## config.mk

```make
export PLATFORM = sky130hd
export DESIGN_NAME = wct_top
export DESIGN_NICKNAME = d
export VERILOG_FILES = /design/src/verilog/wct_pkg.sv /design/src/verilog/wct_frame_if.sv /design/src/verilog/wct_spi_frame.sv /design/src/verilog/wct_top.sv
export SDC_FILE = /design/constraint.sdc
export NUM_CORES = 1
export LEC_CHECK = 0
export ABC_AREA = 1
export BUFFER_PORTS_ARGS = -buffer_cell sky130_fd_sc_hd__buf_4
export CORE_MARGIN = 2
export CORE_UTILIZATION = 54
export DETAILED_ROUTE_END_ITERATION = 10
export PLACE_DENSITY = 0.76
export SLEW_MARGIN = 20
export SYNTH_ARGS = -nofsm -noshare
export SYNTH_HDL_FRONTEND = slang
export SYNTH_SLANG_ARGS = --single-unit
```

## constraint.sdc

```tcl
create_clock -name core_clk -period 1.61 [get_ports core_clk]
set_clock_uncertainty 0.2 [all_clocks]
set_input_delay 0.0805 -clock core_clk [delete_from_list [all_inputs] [get_ports core_clk]]
set_output_delay 0.0805 -clock core_clk [all_outputs]
set_load 0.01 [all_outputs]
```

## src/verilog/wct_pkg.sv

```systemverilog
// constants and types shared by the wetting-current timer block
`default_nettype none
package wct_pkg;
    // ******************************************************************
    // channel counts
    // ******************************************************************
    localparam int NUM_PROG = 8;
    localparam int NUM_GND  = 14;
    localparam int NUM_CH   = NUM_PROG + NUM_GND;
    localparam int CODE_W   = 3;

    // ******************************************************************
    // serial frame layout
    // ******************************************************************
    localparam int         FRAME_BITS      = 32;
    localparam int         ADDR_MSB        = 31;
    localparam int         ADDR_LSB        = 25;
    localparam int         RW_BIT          = 24;
    localparam int         DATA_MSB        = 23;
    localparam int         REPLY_FAULT_BIT = 23;
    localparam int         REPLY_INT_BIT   = 22;
    localparam int         REPLY_DATA_MSB  = 21;
    localparam logic [0:0] RW_WRITE        = 1'h1;
    localparam logic [5:0] FRAME_BITS_CNT  = 6'h20;

    // ******************************************************************
    // register map
    // ******************************************************************
    localparam logic [6:0]  ADDR_CW_PROG  = 7'h0b;
    localparam logic [6:0]  ADDR_CW_GND   = 7'h0c;
    localparam logic [7:0]  CW_PROG_RESET = 8'h00;
    localparam logic [13:0] CW_GND_RESET  = 14'h0000;

    // ******************************************************************
    // current codes
    // ******************************************************************
    localparam logic [2:0] LEVEL_DEFAULT     = 3'h6;
    localparam logic [2:0] SUSTAIN_CODE_GND  = 3'h0;
    localparam logic [2:0] SUSTAIN_CODE_PROG = 3'h0;

    // ******************************************************************
    // timing
    // ******************************************************************
    localparam int CLK_FREQ_HZ   = 125_000_000;
    localparam int WET_TIME_MS   = 20;
    localparam int TICK_TIME_US  = 1000;
    localparam int TICK_CYCLES   = (CLK_FREQ_HZ / 1_000_000) * TICK_TIME_US;
    localparam int WET_TICKS     = (WET_TIME_MS * 1000) / TICK_TIME_US;
    localparam logic [4:0] WET_TICKS_LAST = 5'(WET_TICKS - 1);
    localparam int SYNC_STAGES   = 3;

    typedef enum logic {CH_WETTING, CH_SUSTAIN} wct_ch_state_t;
endpackage
`default_nettype wire

```

## src/verilog/wct_frame_if.sv

```systemverilog
// interface carrying whole serial frames between shifter and register logic
`timescale 1ns/10ps
`default_nettype none
interface wct_frame_if;
    logic        frame_valid;
    logic [31:0] frame_word;
    logic [31:0] reply_word;

    modport shifter (output frame_valid, output frame_word, input reply_word);
    modport core (input frame_valid, input frame_word, output reply_word);
endinterface
`default_nettype wire

```

## src/verilog/wct_spi_frame.sv

```systemverilog
// serial slave: synchronises pins and assembles 32-bit frames
`timescale 1ns/10ps
`default_nettype none
module wct_spi_frame (
    input  wire logic   core_clk,
    input  wire logic   resetn,
    input  wire logic   sclk,
    input  wire logic   cs_n,
    input  wire logic   mosi,
    output var  logic   miso,
    wct_frame_if.shifter frm
);
    // ******************************************************************
    // pin synchronisers
    // ******************************************************************
    logic [2:0] s1_ff, s2_ff, s3_ff;
    logic [2:0] lvl_ff, nxt_lvl;
    logic [2:0] pins;
    assign pins = {cs_n, sclk, mosi};

    always_ff @(posedge core_clk or negedge resetn) begin
        if (!resetn) begin
            s1_ff  <= 3'h4;
            s2_ff  <= 3'h4;
            s3_ff  <= 3'h4;
            lvl_ff <= 3'h4;
        end else begin
            s1_ff  <= pins;
            s2_ff  <= s1_ff;
            s3_ff  <= s2_ff;
            lvl_ff <= nxt_lvl;
        end
    end

    // a level counts only once the second and third stage agree
    always_comb begin
        for (int i = 0; i < 3; i++) begin
            nxt_lvl[i] = (s2_ff[i] == s3_ff[i]) ? s3_ff[i] : lvl_ff[i];
        end
    end

    logic cs_fall, cs_rise, sck_rise, sck_fall, selected;
    assign cs_fall  = lvl_ff[2] & ~nxt_lvl[2];
    assign cs_rise  = ~lvl_ff[2] & nxt_lvl[2];
    assign sck_rise = ~lvl_ff[1] & nxt_lvl[1];
    assign sck_fall = lvl_ff[1] & ~nxt_lvl[1];
    assign selected = ~lvl_ff[2];

    // ******************************************************************
    // shift registers
    // ******************************************************************
    logic [31:0] rx_ff, nxt_rx, tx_ff, nxt_tx;
    logic [5:0]  cnt_ff, nxt_cnt;
    logic        miso_ff, nxt_miso, valid_ff, nxt_valid;

    always_comb begin
        nxt_rx    = rx_ff;
        nxt_tx    = tx_ff;
        nxt_cnt   = cnt_ff;
        nxt_miso  = miso_ff;
        nxt_valid = 1'b0;
        if (cs_fall) begin
            nxt_tx   = frm.reply_word;
            nxt_miso = frm.reply_word[31];
            nxt_cnt  = 6'h00;
        end else if (selected && sck_rise) begin
            nxt_rx = {rx_ff[30:0], nxt_lvl[0]};
            nxt_tx = {tx_ff[30:0], 1'b0};
            if (cnt_ff != 6'h3f) begin
                nxt_cnt = cnt_ff + 6'h01;
            end
        end else if (selected && sck_fall) begin
            nxt_miso = tx_ff[31];
        end else if (cs_rise) begin
            // short or long frames are dropped whole
            nxt_valid = (cnt_ff == wct_pkg::FRAME_BITS_CNT);
        end
    end

    always_ff @(posedge core_clk or negedge resetn) begin
        if (!resetn) begin
            rx_ff    <= 32'h0000_0000;
            tx_ff    <= 32'h0000_0000;
            cnt_ff   <= 6'h00;
            miso_ff  <= 1'b0;
            valid_ff <= 1'b0;
        end else begin
            rx_ff    <= nxt_rx;
            tx_ff    <= nxt_tx;
            cnt_ff   <= nxt_cnt;
            miso_ff  <= nxt_miso;
            valid_ff <= nxt_valid;
        end
    end

    assign miso            = miso_ff;
    assign frm.frame_valid = valid_ff;
    assign frm.frame_word  = rx_ff;
endmodule // wct_spi_frame
`default_nettype wire

```

## src/verilog/wct_top.sv

```systemverilog
// wetting-current timer control: per-channel timers and continuous-wetting registers
//
// Summary of operation
// - every one of the 22 inputs owns its own 20 ms timer
// - a channel timer restarts when that channel's comparator reports a crossing
// - on expiry in pulsed mode the source drops to sustain, 2.0 mA for ground
// - a clear continuous bit means wetting current first, sustain after 20 ms
// - a set continuous bit holds full wetting current with no reduction
// - all continuous bits are zero after reset, so pulsed operation
// - continuous registers accept writes at any time in normal mode
// - programmable register at address 0x0b, bits 7..0 are channels, rest zero
// - ground register at address 0x0c, bits 13..0 are channels, rest zero
// - frame holds address, write bit, data; reply echoes address and write bit, then fault, flag, data
// - each channel has a 3-bit level code, default 110 meaning 16 mA
`timescale 1ns/10ps
`default_nettype none
module wct_top #(
    parameter int TICK_CYCLES = wct_pkg::TICK_CYCLES
) (
    input  wire logic                                      core_clk,
    input  wire logic                                      resetn,
    input  wire logic                                      sclk,
    input  wire logic                                      cs_n,
    input  wire logic                                      mosi,
    output var  logic                                      miso,
    input  wire logic [wct_pkg::NUM_CH-1:0]                cmp_out,
    input  wire logic [wct_pkg::NUM_CH*wct_pkg::CODE_W-1:0] level_code,
    input  wire logic                                      fault_summary,
    input  wire logic                                      interrupt_flag,
    output var  logic [wct_pkg::NUM_CH*wct_pkg::CODE_W-1:0] source_code,
    output var  logic [wct_pkg::NUM_CH-1:0]                sustain_active
);
    localparam int PW = $clog2(TICK_CYCLES);
    localparam logic [PW-1:0] TICK_LAST = PW'(TICK_CYCLES - 1);

    // ******************************************************************
    // frame transport
    // ******************************************************************
    wct_frame_if frm ();

    wct_spi_frame u_spi (
        .core_clk (core_clk),
        .resetn   (resetn),
        .sclk     (sclk),
        .cs_n     (cs_n),
        .mosi     (mosi),
        .miso     (miso),
        .frm      (frm.shifter)
    );

    // ******************************************************************
    // continuous-wetting registers
    // ******************************************************************
    logic [7:0]  cw_prog_ff, nxt_cw_prog;
    logic [13:0] cw_gnd_ff, nxt_cw_gnd;
    logic [31:0] reply_ff, nxt_reply;
    logic [6:0]  f_addr;
    logic        f_write;
    logic [21:0] rd_data;

    assign f_addr  = frm.frame_word[wct_pkg::ADDR_MSB:wct_pkg::ADDR_LSB];
    assign f_write = (frm.frame_word[wct_pkg::RW_BIT] == wct_pkg::RW_WRITE[0]);

    always_comb begin
        nxt_cw_prog = cw_prog_ff;
        nxt_cw_gnd  = cw_gnd_ff;
        nxt_reply   = reply_ff;
        rd_data     = 22'h000000;
        // writes are taken whenever a complete frame arrives
        if (frm.frame_valid && f_write) begin
            if (f_addr == wct_pkg::ADDR_CW_PROG) begin
                nxt_cw_prog = frm.frame_word[7:0];
            end
            if (f_addr == wct_pkg::ADDR_CW_GND) begin
                nxt_cw_gnd = frm.frame_word[13:0];
            end
        end
        if (f_addr == wct_pkg::ADDR_CW_PROG) begin
            rd_data = {14'h0000, nxt_cw_prog};
        end else if (f_addr == wct_pkg::ADDR_CW_GND) begin
            rd_data = {8'h00, nxt_cw_gnd};
        end
        // the answer to a frame goes out during the following frame
        if (frm.frame_valid) begin
            nxt_reply = {frm.frame_word[wct_pkg::ADDR_MSB:wct_pkg::RW_BIT],
                         fault_summary, interrupt_flag, rd_data};
        end
    end

    always_ff @(posedge core_clk or negedge resetn) begin
        if (!resetn) begin
            cw_prog_ff <= wct_pkg::CW_PROG_RESET;
            cw_gnd_ff  <= wct_pkg::CW_GND_RESET;
            reply_ff   <= 32'h0000_0000;
        end else begin
            cw_prog_ff <= nxt_cw_prog;
            cw_gnd_ff  <= nxt_cw_gnd;
            reply_ff   <= nxt_reply;
        end
    end

    assign frm.reply_word = reply_ff;

    // ******************************************************************
    // prescaler
    // ******************************************************************
    logic [PW-1:0] pre_ff, nxt_pre;
    logic          tick_ff, nxt_tick;

    always_comb begin
        nxt_tick = (pre_ff == TICK_LAST);
        nxt_pre  = nxt_tick ? '0 : pre_ff + PW'(1);
    end

    always_ff @(posedge core_clk or negedge resetn) begin
        if (!resetn) begin
            pre_ff  <= '0;
            tick_ff <= 1'b0;
        end else begin
            pre_ff  <= nxt_pre;
            tick_ff <= nxt_tick;
        end
    end

    // ******************************************************************
    // comparator synchronisers and crossing detect
    // ******************************************************************
    logic [wct_pkg::NUM_CH-1:0] c1_ff, c2_ff, c3_ff, cmp_ff, nxt_cmp, crossing;
    logic [wct_pkg::NUM_CH-1:0] cw_all;

    assign cw_all = {cw_gnd_ff, cw_prog_ff};

    always_comb begin
        nxt_cmp = cmp_ff;
        for (int i = 0; i < wct_pkg::NUM_CH; i++) begin
            if (c2_ff[i] == c3_ff[i]) begin
                nxt_cmp[i] = c3_ff[i];
            end
        end
        crossing = nxt_cmp ^ cmp_ff;
    end

    always_ff @(posedge core_clk or negedge resetn) begin
        if (!resetn) begin
            c1_ff  <= '0;
            c2_ff  <= '0;
            c3_ff  <= '0;
            cmp_ff <= '0;
        end else begin
            c1_ff  <= cmp_out;
            c2_ff  <= c1_ff;
            c3_ff  <= c2_ff;
            cmp_ff <= nxt_cmp;
        end
    end

    // ******************************************************************
    // per-channel wetting timers
    // ******************************************************************
    for (genvar ch = 0; ch < wct_pkg::NUM_CH; ch++) begin : g_ch
        wct_pkg::wct_ch_state_t st_ff, nxt_st;
        logic [4:0]             cnt_ff, nxt_cnt;
        logic [2:0]             code_ff, nxt_code, level, sustain;
        logic                   sus_ff, nxt_sus;

        assign level   = level_code[ch*wct_pkg::CODE_W +: wct_pkg::CODE_W];
        assign sustain = (ch < wct_pkg::NUM_PROG) ? wct_pkg::SUSTAIN_CODE_PROG
                                                  : wct_pkg::SUSTAIN_CODE_GND;

        always_comb begin
            nxt_st  = st_ff;
            nxt_cnt = cnt_ff;
            unique case (st_ff)
                wct_pkg::CH_WETTING: begin
                    if (crossing[ch]) begin
                        nxt_cnt = 5'h00;
                    end else if (tick_ff) begin
                        if (cnt_ff != wct_pkg::WET_TICKS_LAST) begin
                            nxt_cnt = cnt_ff + 5'h01;
                        end else if (!cw_all[ch]) begin
                            nxt_st = wct_pkg::CH_SUSTAIN;
                        end
                    end
                end
                wct_pkg::CH_SUSTAIN: begin
                    if (crossing[ch] || cw_all[ch]) begin
                        nxt_st  = wct_pkg::CH_WETTING;
                        nxt_cnt = 5'h00;
                    end
                end
            endcase
            // continuous mode overrides an expired timer
            nxt_sus  = (nxt_st == wct_pkg::CH_SUSTAIN) && !cw_all[ch];
            nxt_code = nxt_sus ? sustain : level;
        end

        always_ff @(posedge core_clk or negedge resetn) begin
            if (!resetn) begin
                st_ff   <= wct_pkg::CH_WETTING;
                cnt_ff  <= 5'h00;
                sus_ff  <= 1'b0;
                code_ff <= wct_pkg::LEVEL_DEFAULT;
            end else begin
                st_ff   <= nxt_st;
                cnt_ff  <= nxt_cnt;
                sus_ff  <= nxt_sus;
                code_ff <= nxt_code;
            end
        end

        assign source_code[ch*wct_pkg::CODE_W +: wct_pkg::CODE_W] = code_ff;
        assign sustain_active[ch] = sus_ff;
    end
endmodule // wct_top
`default_nettype wire

```

# Yosys cells after proc, flatten, opt, wreduce, memory -nomap -nowiden
# Cells that the tools add are included.
word_totals:
  wordCells: 686
  register_bits: 464
  inputBits: 95
  output_inout_bits: 89
classes:
  mux: 308
  n_eq_ne: 119
  add_sub_neg: 24
  n_bitwise: 32
  n_reduce_logical: 97
op_table:
  columns: ["op", "n"]
  rows:
  - ["$mux W5", 88]
  - ["$pmux W5 S2", 22]
  - ["$mux W1", 142]
  - ["$ne A3 B3 Y1 const B", 44]
  - ["$add A5 B1 Y5 const B", 22]
  - ["$ne A5 B5 Y1 const B", 22]
  - ["$mux W3", 22]
  - ["$reduce_and A3 Y1", 22]
  - ["$mux W32", 2]
  - ["$ne A2 B1 Y1 const B", 23]
  - ["$pmux W1 S2", 22]
  - ["$mux W14", 3]
  - ["$not A1 Y1", 27]
  - ["$eq A1 B1 Y1", 25]
  - ["$logic_and A1 B1 Y1", 25]
  - ["$logic_not A1 Y1", 22]
  - ["$logic_or A1 B1 Y1", 22]
  - ["$mux W22", 1]
  - ["$xor A22 B22 Y22", 1]
  - ["$mux W6", 3]
  - ["$add A17 B1 Y17 const B", 1]
  - ["$eq A17 B17 Y1 const B", 1]
  - ["$mux W17", 1]
  - ["$mux W8", 2]
  - ["other kinds (7)", 15]

# Logic depth before layout (Yosys ltp)
# Gate-level depths: netlist (run 1).
logic_depth:
  ltp_word: 8
  depth_mapped: 11
  ltp_nobuf: 11

# By module
# From an unflattened synthesis (run 1), not the netlist that was laid out.
unflattened:
  cells_unflattened: 2361
  hier_area_um2: 20681.1
by_module_without_submodules:
  columns: ["mod", "cells_each", "area_each_um2", "seq_area_each_um2", "n_inst"]
  rows:
  - ["wct_top", 1973, 17256.6, 9364.0, 1]
  - ["wct_spi_frame", 388, 3424.5, 2107.0, 1]

# Worst setup path before layout (run 1)
# No wires, ideal clock.
synth_path:
  path_kind: "reg2reg"
  from: "register u_spi.lvl_ff[2]"
  to: "register u_spi.tx_ff[13]"
  arrival_time_ns: 1.210
  setup_ns: 0.124
  required_time_ns: 1.286
  slack_ns: 0.076
  path_stages_with_launch: 8
  synth_period_minus_slack_ns: 1.534
  path_buffers: 2
  path_cell_list: "dfstp_2 -> inv_1 -> nand2_1 -> buf_4 -> clkinv_2 -> buf_4 -> nand2_1 -> nand3_1"
synth_between:
  elab_chain_len: 4
  word_cells_on_any_way: 7
  cone_classes: "mux: 2; bitwise: 3; reduce/logical: 2"
synth_rtl:
  columns: ["element", "line_no", "text"]
  rows:
  - ["from (decl)", "wct_spi_frame.sv:17", "logic [2:0] lvl_ff, nxt_lvl;"]
  - ["from (signal assigned)", "wct_spi_frame.sv:31", "lvl_ff <= nxt_lvl;"]
  - ["$mux W1", "wct_spi_frame.sv:38", "nxt_lvl[i] = (s2_ff[i] == s3_ff[i]) ? s3_ff[i] : lvl_ff[i];"]
  - ["$not A1 Y1", "wct_spi_frame.sv:43", "assign cs_fall = lvl_ff[2] & ~nxt_lvl[2];"]
  - ["$and A1 B1 Y1", "wct_spi_frame.sv:43", null]
  - ["$mux W32 / $reduce_bool A2 Y1 (equally long branches)", null, null]
  - ["to (signal assigned)", "wct_spi_frame.sv:89", "tx_ff <= nxt_tx;"]
  - ["to (decl)", "wct_spi_frame.sv:52", "logic [31:0] rx_ff, nxt_rx, tx_ff, nxt_tx;"]
# Several ways; a longest one is shown, not always the timed one.
# A chain may end at the register's enable or synchronous reset.

# Final worst setup path (run 1)
layout_path:
  from: "register u_spi.rx_ff[28], in the netlist u_spi.frm.frame_word[28]"
  to: "register reply_ff[6], in the netlist frm.reply_word[6]"
layout_between:
  elab_chain_len: 5
  word_cells_on_any_way: 8
  cone_classes: "eq/ne: 2; mux: 6"
layout_rtl:
  columns: ["element", "line_no", "text"]
  rows:
  - ["from (decl)", "wct_spi_frame.sv:52", null]
  - ["from (signal assigned)", "wct_spi_frame.sv:88", "rx_ff <= nxt_rx;"]
  - ["$eq A7 B4 Y1", "wct_top.sv:74, wct_top.sv:80", null]
  - ["$mux W14", "wct_top.sv:74", "if (f_addr == wct_pkg::ADDR_CW_GND) begin"]
  - ["$mux W14", "wct_top.sv:70", "if (frm.frame_valid && f_write) begin"]
  - ["$mux W14", "wct_top.sv:80", "end else if (f_addr == wct_pkg::ADDR_CW_GND) begin"]
  - ["$mux W22 *", "wct_top.sv:78", "if (f_addr == wct_pkg::ADDR_CW_PROG) begin"]
  - ["to (signal assigned)", "wct_top.sv:98", "reply_ff <= nxt_reply;"]
  - ["to (decl)", "wct_top.sv:56", "logic [31:0] reply_ff, nxt_reply;"]
# Mark *: on every way between the ends. The rest lies on a longest branch, timed or not.

==> flow_summary.ini, run 1 <==
[sta]
slew_headroom_pct = 74.6
fin_crit_ps = 1610
setup_viol = 1
timing.final.crit_share_pct = 100
hold_ws_ps = 41.2
rsz0062_at_grt = true
fmax_ghz = 0.620
tightest_slew_ps = 381
hold_viol_final = 0
finalSetupTns_ps = -4.10
slew_viol_final = 0
worst_slack_ps = -4.10

[setup_path]
required_ps = 1870
critical_path.startpoint = u_spi.frm.frame_word[28]
cp.arrival_ps = 1880
slowest_stage = dfrtp_1
slowest_delay_ps = 400
critPathCaptureType = register
path_cells = nand2_2 -> inv_1 -> nand2_2 -> nor2_4 -> buf_12 -> nand3_1 -> nand3_2 -> nand3_2
critPathMaxFanout = 14
start_kind = register
setup.worst_path.class = reg2reg
r2r-start = u_spi.frm.frame_word[28]
rrSetupSlack_ps = -4

[logic_synthesis]
synthCells = 2362
synthDistinctLibCells = 45
synth_area_leaders = dfrtp_1 (50%), nand2_1 (12%), dfstp_2 (6.2%)
syn_avg_cell_area_um2 = 8.63
synth.yosys.warnings = 0
ys_seq_area_share_pct = 56.2
syn_nets = 2482
syn_area_mm2 = 0.0204
ys_seq_elements = 456
synth_area_leader_cell = dfrtp_1
synth_top_area_share_pct = 50.1

[global_route]
antenna_found_initial = 1
grt_start_max_net_pins = 73
grt_use_total_pct = 24.1
grt_pass1_wl_um = 77800
grt_overflow = 0
grt_pass1_vias = 17000

[die]
fp.dieW_um = 198
start_util_pct = 54.5
num_io_pins = 184
fp-row-count = 71
fp.dieArea_mm2 = 0.0393
core-area_mm2 = 0.0374
chipHeight_um = 198

[route]
wl_per_cell_um = 14.7
vias = 17600
wirelength_um = 49400
vias_per_cell = 5.24
drt-initial-drc-count = 1205
drc_errors = 0
ant_nets = 0
first_pass_iters = 5

[power_and_ir_drop]
total_power_mw = 26.6
p_per_area_mw_per_mm2 = 980
vdd_drop_max_mv = 1.29
power.leakage_nw = 13.7

[placement]
dpl.hpwl_um = 30400
globalplace.congestion = 0.919
portBuffers = 183
dp.cells = 3122
dp_slack_ps = -107

[cells_and_area]
nNetsFinal = 2939
fin_cells = 3369
drive_gt1_share_pct = 24.8
fillers = 2485
area_growth_pct = 33.2

[outcome]
status = finished, violations left
violations = setup timing

[cts]
htreeDepth = 2
clockBufferDepth = 3
clkTransAtPathRegs_ps = 70
insertion_delay_ps = 580
clock_sinks = 456
cts_tree = built
cts_buffers = 48
root_buffer = clkbuf_16

[job]
max_cap_violations = 0

[hold_path]
worstHoldStart = level_code[46]
min_path_type = in2reg
==> power breakdown <==
group          switching (mW)  total (mW)  internal, mW
Clock                    4.54        11.4          6.85
Sequential              0.331        12.4          12.0
Combinational            1.53        2.87          1.34
Total                    6.40        26.6          20.2
==> worst paths after layout <==
path                                  endpoint  depth (start not counted)
max reg2reg                  frm.reply_word[6]                          8
min reg2reg                           c2_ff[4]                          0
max                          frm.reply_word[6]                          8
max in group asynchronous  g_ch[10].code_ff[2]                          5
min in group asynchronous             c2_ff[4]                          3
min                        g_ch[15].code_ff[1]                          4
==> synthesized netlist by cell type, drive strengths merged <==
library cell and number:
dfrtp 408, a21boi 4, nor4 1, nand4 92
o21ai 156, or2 16, dfstp 48, o22ai 6
a21oi 16, a31o 1, clkinv 2, ha 25
nor3 46, inv 309, nor2 217, a22oi 1
o21bai 15, xor2 22, clkbuf 5, nand3b 12
o211ai 1, xnor2 7, a31oi 1, and2 24
buf 61, o21a 15, nand2 664, nand3 185
maj3 2
==> metal layers <==
layer | vias to the layer above | wire length, um | track usage [%]
li1 | 8466 | - | -
met1 | 8516 | 20100 | 30.1
met2 | 524 | 25300 | 42.4
met3 | 137 | 2520 | 3.80
met4 | 0 | 1450 | 8.97
met5 | - | 0 | 0
==> critical path, delay by kind of cell (launching register included) <==
kind / cells / cell delay, ps
flip-flops: 1 / 400
buffers and inverters: 2 / 230
AND/OR/NAND/NOR: 6 / 670
==> state kept, by name (all words and copies together) (netlist names), 17 cells and up <==
register,cells
c1_ff,22
frm.reply_word,24
g_ch.cnt_ff,110
g_ch.code_ff,66
u_spi.frm.frame_word,32
cmp_ff,22
g_ch.sus_ff,22
g_ch.st_ff,22
c2_ff,22
pre_ff,17
u_spi.tx_ff,32
c3_ff,22
==> kinds of logic after synthesis <==
logic type / count (synthesis) / synth area share (%)
compound gates: 216 / 6.14
simple gates: 1257 / 26.9
flops: 456 / 56.2
fa+ha+maj: 27 / 1.63
xor+xnor: 29 / 1.25
buf+inv: 377 / 7.85
==> layout make-up <==
cell class              count  area, um^2  area share (%)
diodes                      1        2.50         0.00921
clock buffers              70        1410            5.17
clock inverters            18         224           0.825
inverters                 311        1190            4.37
multi-input cells        1538        8180            30.1
flip-flops and latches    456       11500            42.3
well taps                 511         639            2.35
repair buffers            464        4040            14.9
==> timing repair <==
action | in CTS | in global routing
resized for setup | 17 | 228
buffers inserted | 3 | 26
pin swaps | 4 | 60
endpoints found under the setup margin | 49 | 244
hold buffers | 120 | 0
cloned | 0 | 9
endpoints found under the hold margin | 549 | 0
==> cell usage in the layout, fill, tap and decap left out, types with 5 or more instances in the layout <==
cell / n
nand3_4: 5
buf_4: 320
nand3_2: 34
dfrtp_1: 403
clkinv_2: 10
ha_2: 16
or2_2: 16
nor3_1: 40
xor2_1: 22
xnor2_1: 7
nand3b_1: 12
clkbuf_16: 49
and2_1: 24
inv_2: 21
clkbuf_1: 11
clkbuf_8: 10
nand2_1: 618
a21oi_4: 11
nor2_1: 177
nor2_4: 13
o21ai_1: 25
dfrtp_2: 5
o21a_1: 14
ha_1: 7
o21ai_0: 111
o21ai_2: 17
inv_1: 285
o21bai_1: 15
o22ai_1: 6
buf_12: 19
o21ai_4: 11
nor2_2: 26
nand3_1: 147
dfstp_2: 48
bufinv_16: 5
nand2_2: 43
dlygate4sd3_1: 120
nand4_1: 92
==> per-stage QoR <==
stage          utilization, %  cell area [um^2]
2_1_floorplan               -             20400
6_report                 72.6             27200
3_5_place_dp             62.0             23200
5_1_grt                  72.6             27200
3_3_place_gp             62.0             23200
4_1_cts                  69.8             26100
(Power assumes the default switching activity.)
==> run 2, diff against run 1 <==
--- a/config.mk
+++ b/config.mk
@@ -11,6 +11,7 @@
 export CORE_UTILIZATION = 54
 export DETAILED_ROUTE_END_ITERATION = 10
 export PLACE_DENSITY = 0.76
+export SETUP_SLACK_MARGIN = 0.1
 export SLEW_MARGIN = 20
 export SYNTH_ARGS = -nofsm -noshare
 export SYNTH_HDL_FRONTEND = slang
==> run 2 against run 1 <==
  * The flow still finishes with violations (setup timing)
  * Non-clock buffer count increased by 57
  * Critical path depth down 2
  * Register-to-register slack worse by 50 ps
  * Design area grew 6.8%
  * Total power up 3.3%
  * Global-route usage rose by 0.44 points
  * Via count rose by 4.6%
==> flow_summary.ini, run 2 (synthesized netlist as in run 1, its figures left out) <==
[outcome]
status = finished, violations left
violations = setup timing

[cts]
root_buffer = clkbuf_16
clockBufferDepth = 3
cts_tree = built
insertion_delay_ps = 580
clkTransAtPathRegs_ps = 70
htreeDepth = 2
cts_buffers = 47
clock_sinks = 456

[cells_and_area]
final_common_cell = nand2_1
drive_gt1_share_pct = 35.0
multiInputGateArea_mm2 = 0.00934
area_growth_pct = 42.3
register_area_mm2 = 0.0115
antenna_cells = 0
reg_top3 = g_ch.cnt_ff x110, g_ch.code_ff x66
final_cell_mix = nand2_1 (547), dfrtp_1 (398), buf_4 (353)
largest_reg_flops = 110
nNetsFinal = 2998
final_area_mm2 = 0.0290
regMostFlops = g_ch.cnt_ff
fillers = 2147

[power_and_ir_drop]
combPwrFrac_pct = 12.4
pwr-share-seq_pct = 45.1
power_switching_share_pct = 24.4
clkPwrFrac_pct = 42.5
p_per_area_mw_per_mm2 = 948
vdd_drop_max_mv = 0.806
total_power_mw = 27.5
p_sw_mw = 6.72
p_int_mw = 20.8
power.leakage_nw = 14.2

[setup_path]
crit_family = simple AND/OR/NAND/NOR gates
slowest_delay_ps = 440
required_ps = 1880
start_kind = register
slowest_stage = dfrtp_1
critPathMaxFanout = 4
path_cells = inv_2 -> nand3_4 -> nand4_1 -> o21ai_2 -> buf_6 -> nor2_4
r2r_cells = 6
cp.arrival_ps = 1930
critPathCaptureType = register
cp_num_buf_inv = 2
setup.worst_path.class = reg2reg
cp.depth = 6

[hold_path]
hold_depth = 4
min_path_type = in2reg

[global_route]
antenna_found_initial = 0
grt_pass1_wl_um = 79100
grt_overflow = 0
grt_pass1_vias = 17100
grt_start_max_net_pins = 62
grt_use_total_pct = 24.6

[sta]
setup_viol = 7
fmax_ghz = 0.601
slew_headroom_pct = 74.4
fin_crit_ps = 1660
worst_slack_ps = -52.8
rsz0062_at_grt = true
slew_viol_final = 0
tightest_slew_ps = 383
hold_ws_ps = 43.7
timing.final.crit_share_pct = 103
hold_viol_final = 0

[route]
vias_per_cell = 5.39
wirelength_um = 55000
drt-initial-drc-count = 1254
wl_per_cell_um = 16.0
drc_errors = 0
ant_nets = 0
first_pass_iters = 5
vias = 18500

[die]
fp.dieW_um = 198
num_io_pins = 184
core-area_mm2 = 0.0374
fp-row-count = 71
start_util_pct = 54.5
fp.dieArea_mm2 = 0.0393
chipHeight_um = 198

[job]
max_cap_violations = 0

[placement]
dpl_cell_area_mm2 = 0.0231
dpl.hpwl_um = 30100
globalplace.congestion = 0.865
portBuffers = 183
## run 2: changes by cell type in the layout (fill, tap and decap cells not counted), moves of 28 or more
cell / before / now
buf_4: 320 / 353
nand2_2: 43 / 99
o21ai_0: 111 / 83
nand3_1: 147 / 98
nor2_1: 177 / 139
inv_2: 21 / 63
inv_1: 285 / 240
nand2_1: 618 / 547
## run 2: path summary, 6_finish.rpt
path / start / endpoint / slack (ps)
setup / recovery: c2_ff[20] / g_ch[20].code_ff[0] / -50
hold / removal: level_code[38] / g_ch[12].code_ff[2] / 40
setup reg to reg: c2_ff[20] / g_ch[20].code_ff[0] / -50
hold reg to reg: c1_ff[14] / c2_ff[14] / 150
max in group asynchronous: resetn / g_ch[10].code_ff[1] / 130
min in group asynchronous: resetn / c1_ff[5] / 340
## run 2: layout make-up
type | instances | area share (%)
Timing Repair Buffer | 521 | 16.0
Clock buffer | 64 | 4.76
Multi-Input combinational cell | 1541 | 32.2
Clock inverter | 23 | 1.06
Sequential cell | 456 | 39.6
Inverter | 311 | 4.15
Tap cell | 511 | 2.20
## run 2: metrics by stage
stage | setup TNS (ps) | cells | worst slack (ps) | utilization [%]
6_report | -183 | 3427 | -52.8 | 77.6
5_1_grt | -1640 | 3427 | -159 | 77.6
4_1_cts | 0 | 3343 | 52.4 | 71.3
3_5_place_dp | -32.9 | 3104 | -8.52 | 61.7
3_3_place_gp | 0 | 3104 | 30.6 | 61.7
2_1_floorplan | 0 | 2362 | 101 | -
## run 2: repair_timing
item	CTS	global route
endpoints found under the hold margin	549	0
endpoints found under the setup margin	186	378
cloned	4	13
hold buffers	120	0
gates resized for setup	122	487
buffers inserted	28	71
pin swaps	46	185
## run 2: power by group through the flow
stage               clock network [mW]  registers [mW]  logic [mW]
floorplan                            0            12.6        1.05
global placement                     0            12.5        2.23
detailed placement                   0            12.5        2.34
CTS                               11.9            12.3        2.78
global route                      12.4            12.5        3.73
finish                            11.7            12.4        3.40
## run 2: layer usage
| layer | GRT usage (%) | routed length (um) |
|---|---|---|
| met2 | 43.2 | 28300 |
| met4 | 8.99 | 2180 |
| met5 | 0 | 0 |
| met1 | 30.5 | 21400 |
| met3 | 4.12 | 3040 |
## run 2: worst register-to-register path, delay by kind of cell, from the launching register on
family | cells | cell delay, ps
flip-flops | 1 | 440
AND/OR/NAND/NOR | 3 | 470
buffers and inverters | 2 | 240
AO/OA/AOI/OAI | 1 | 200
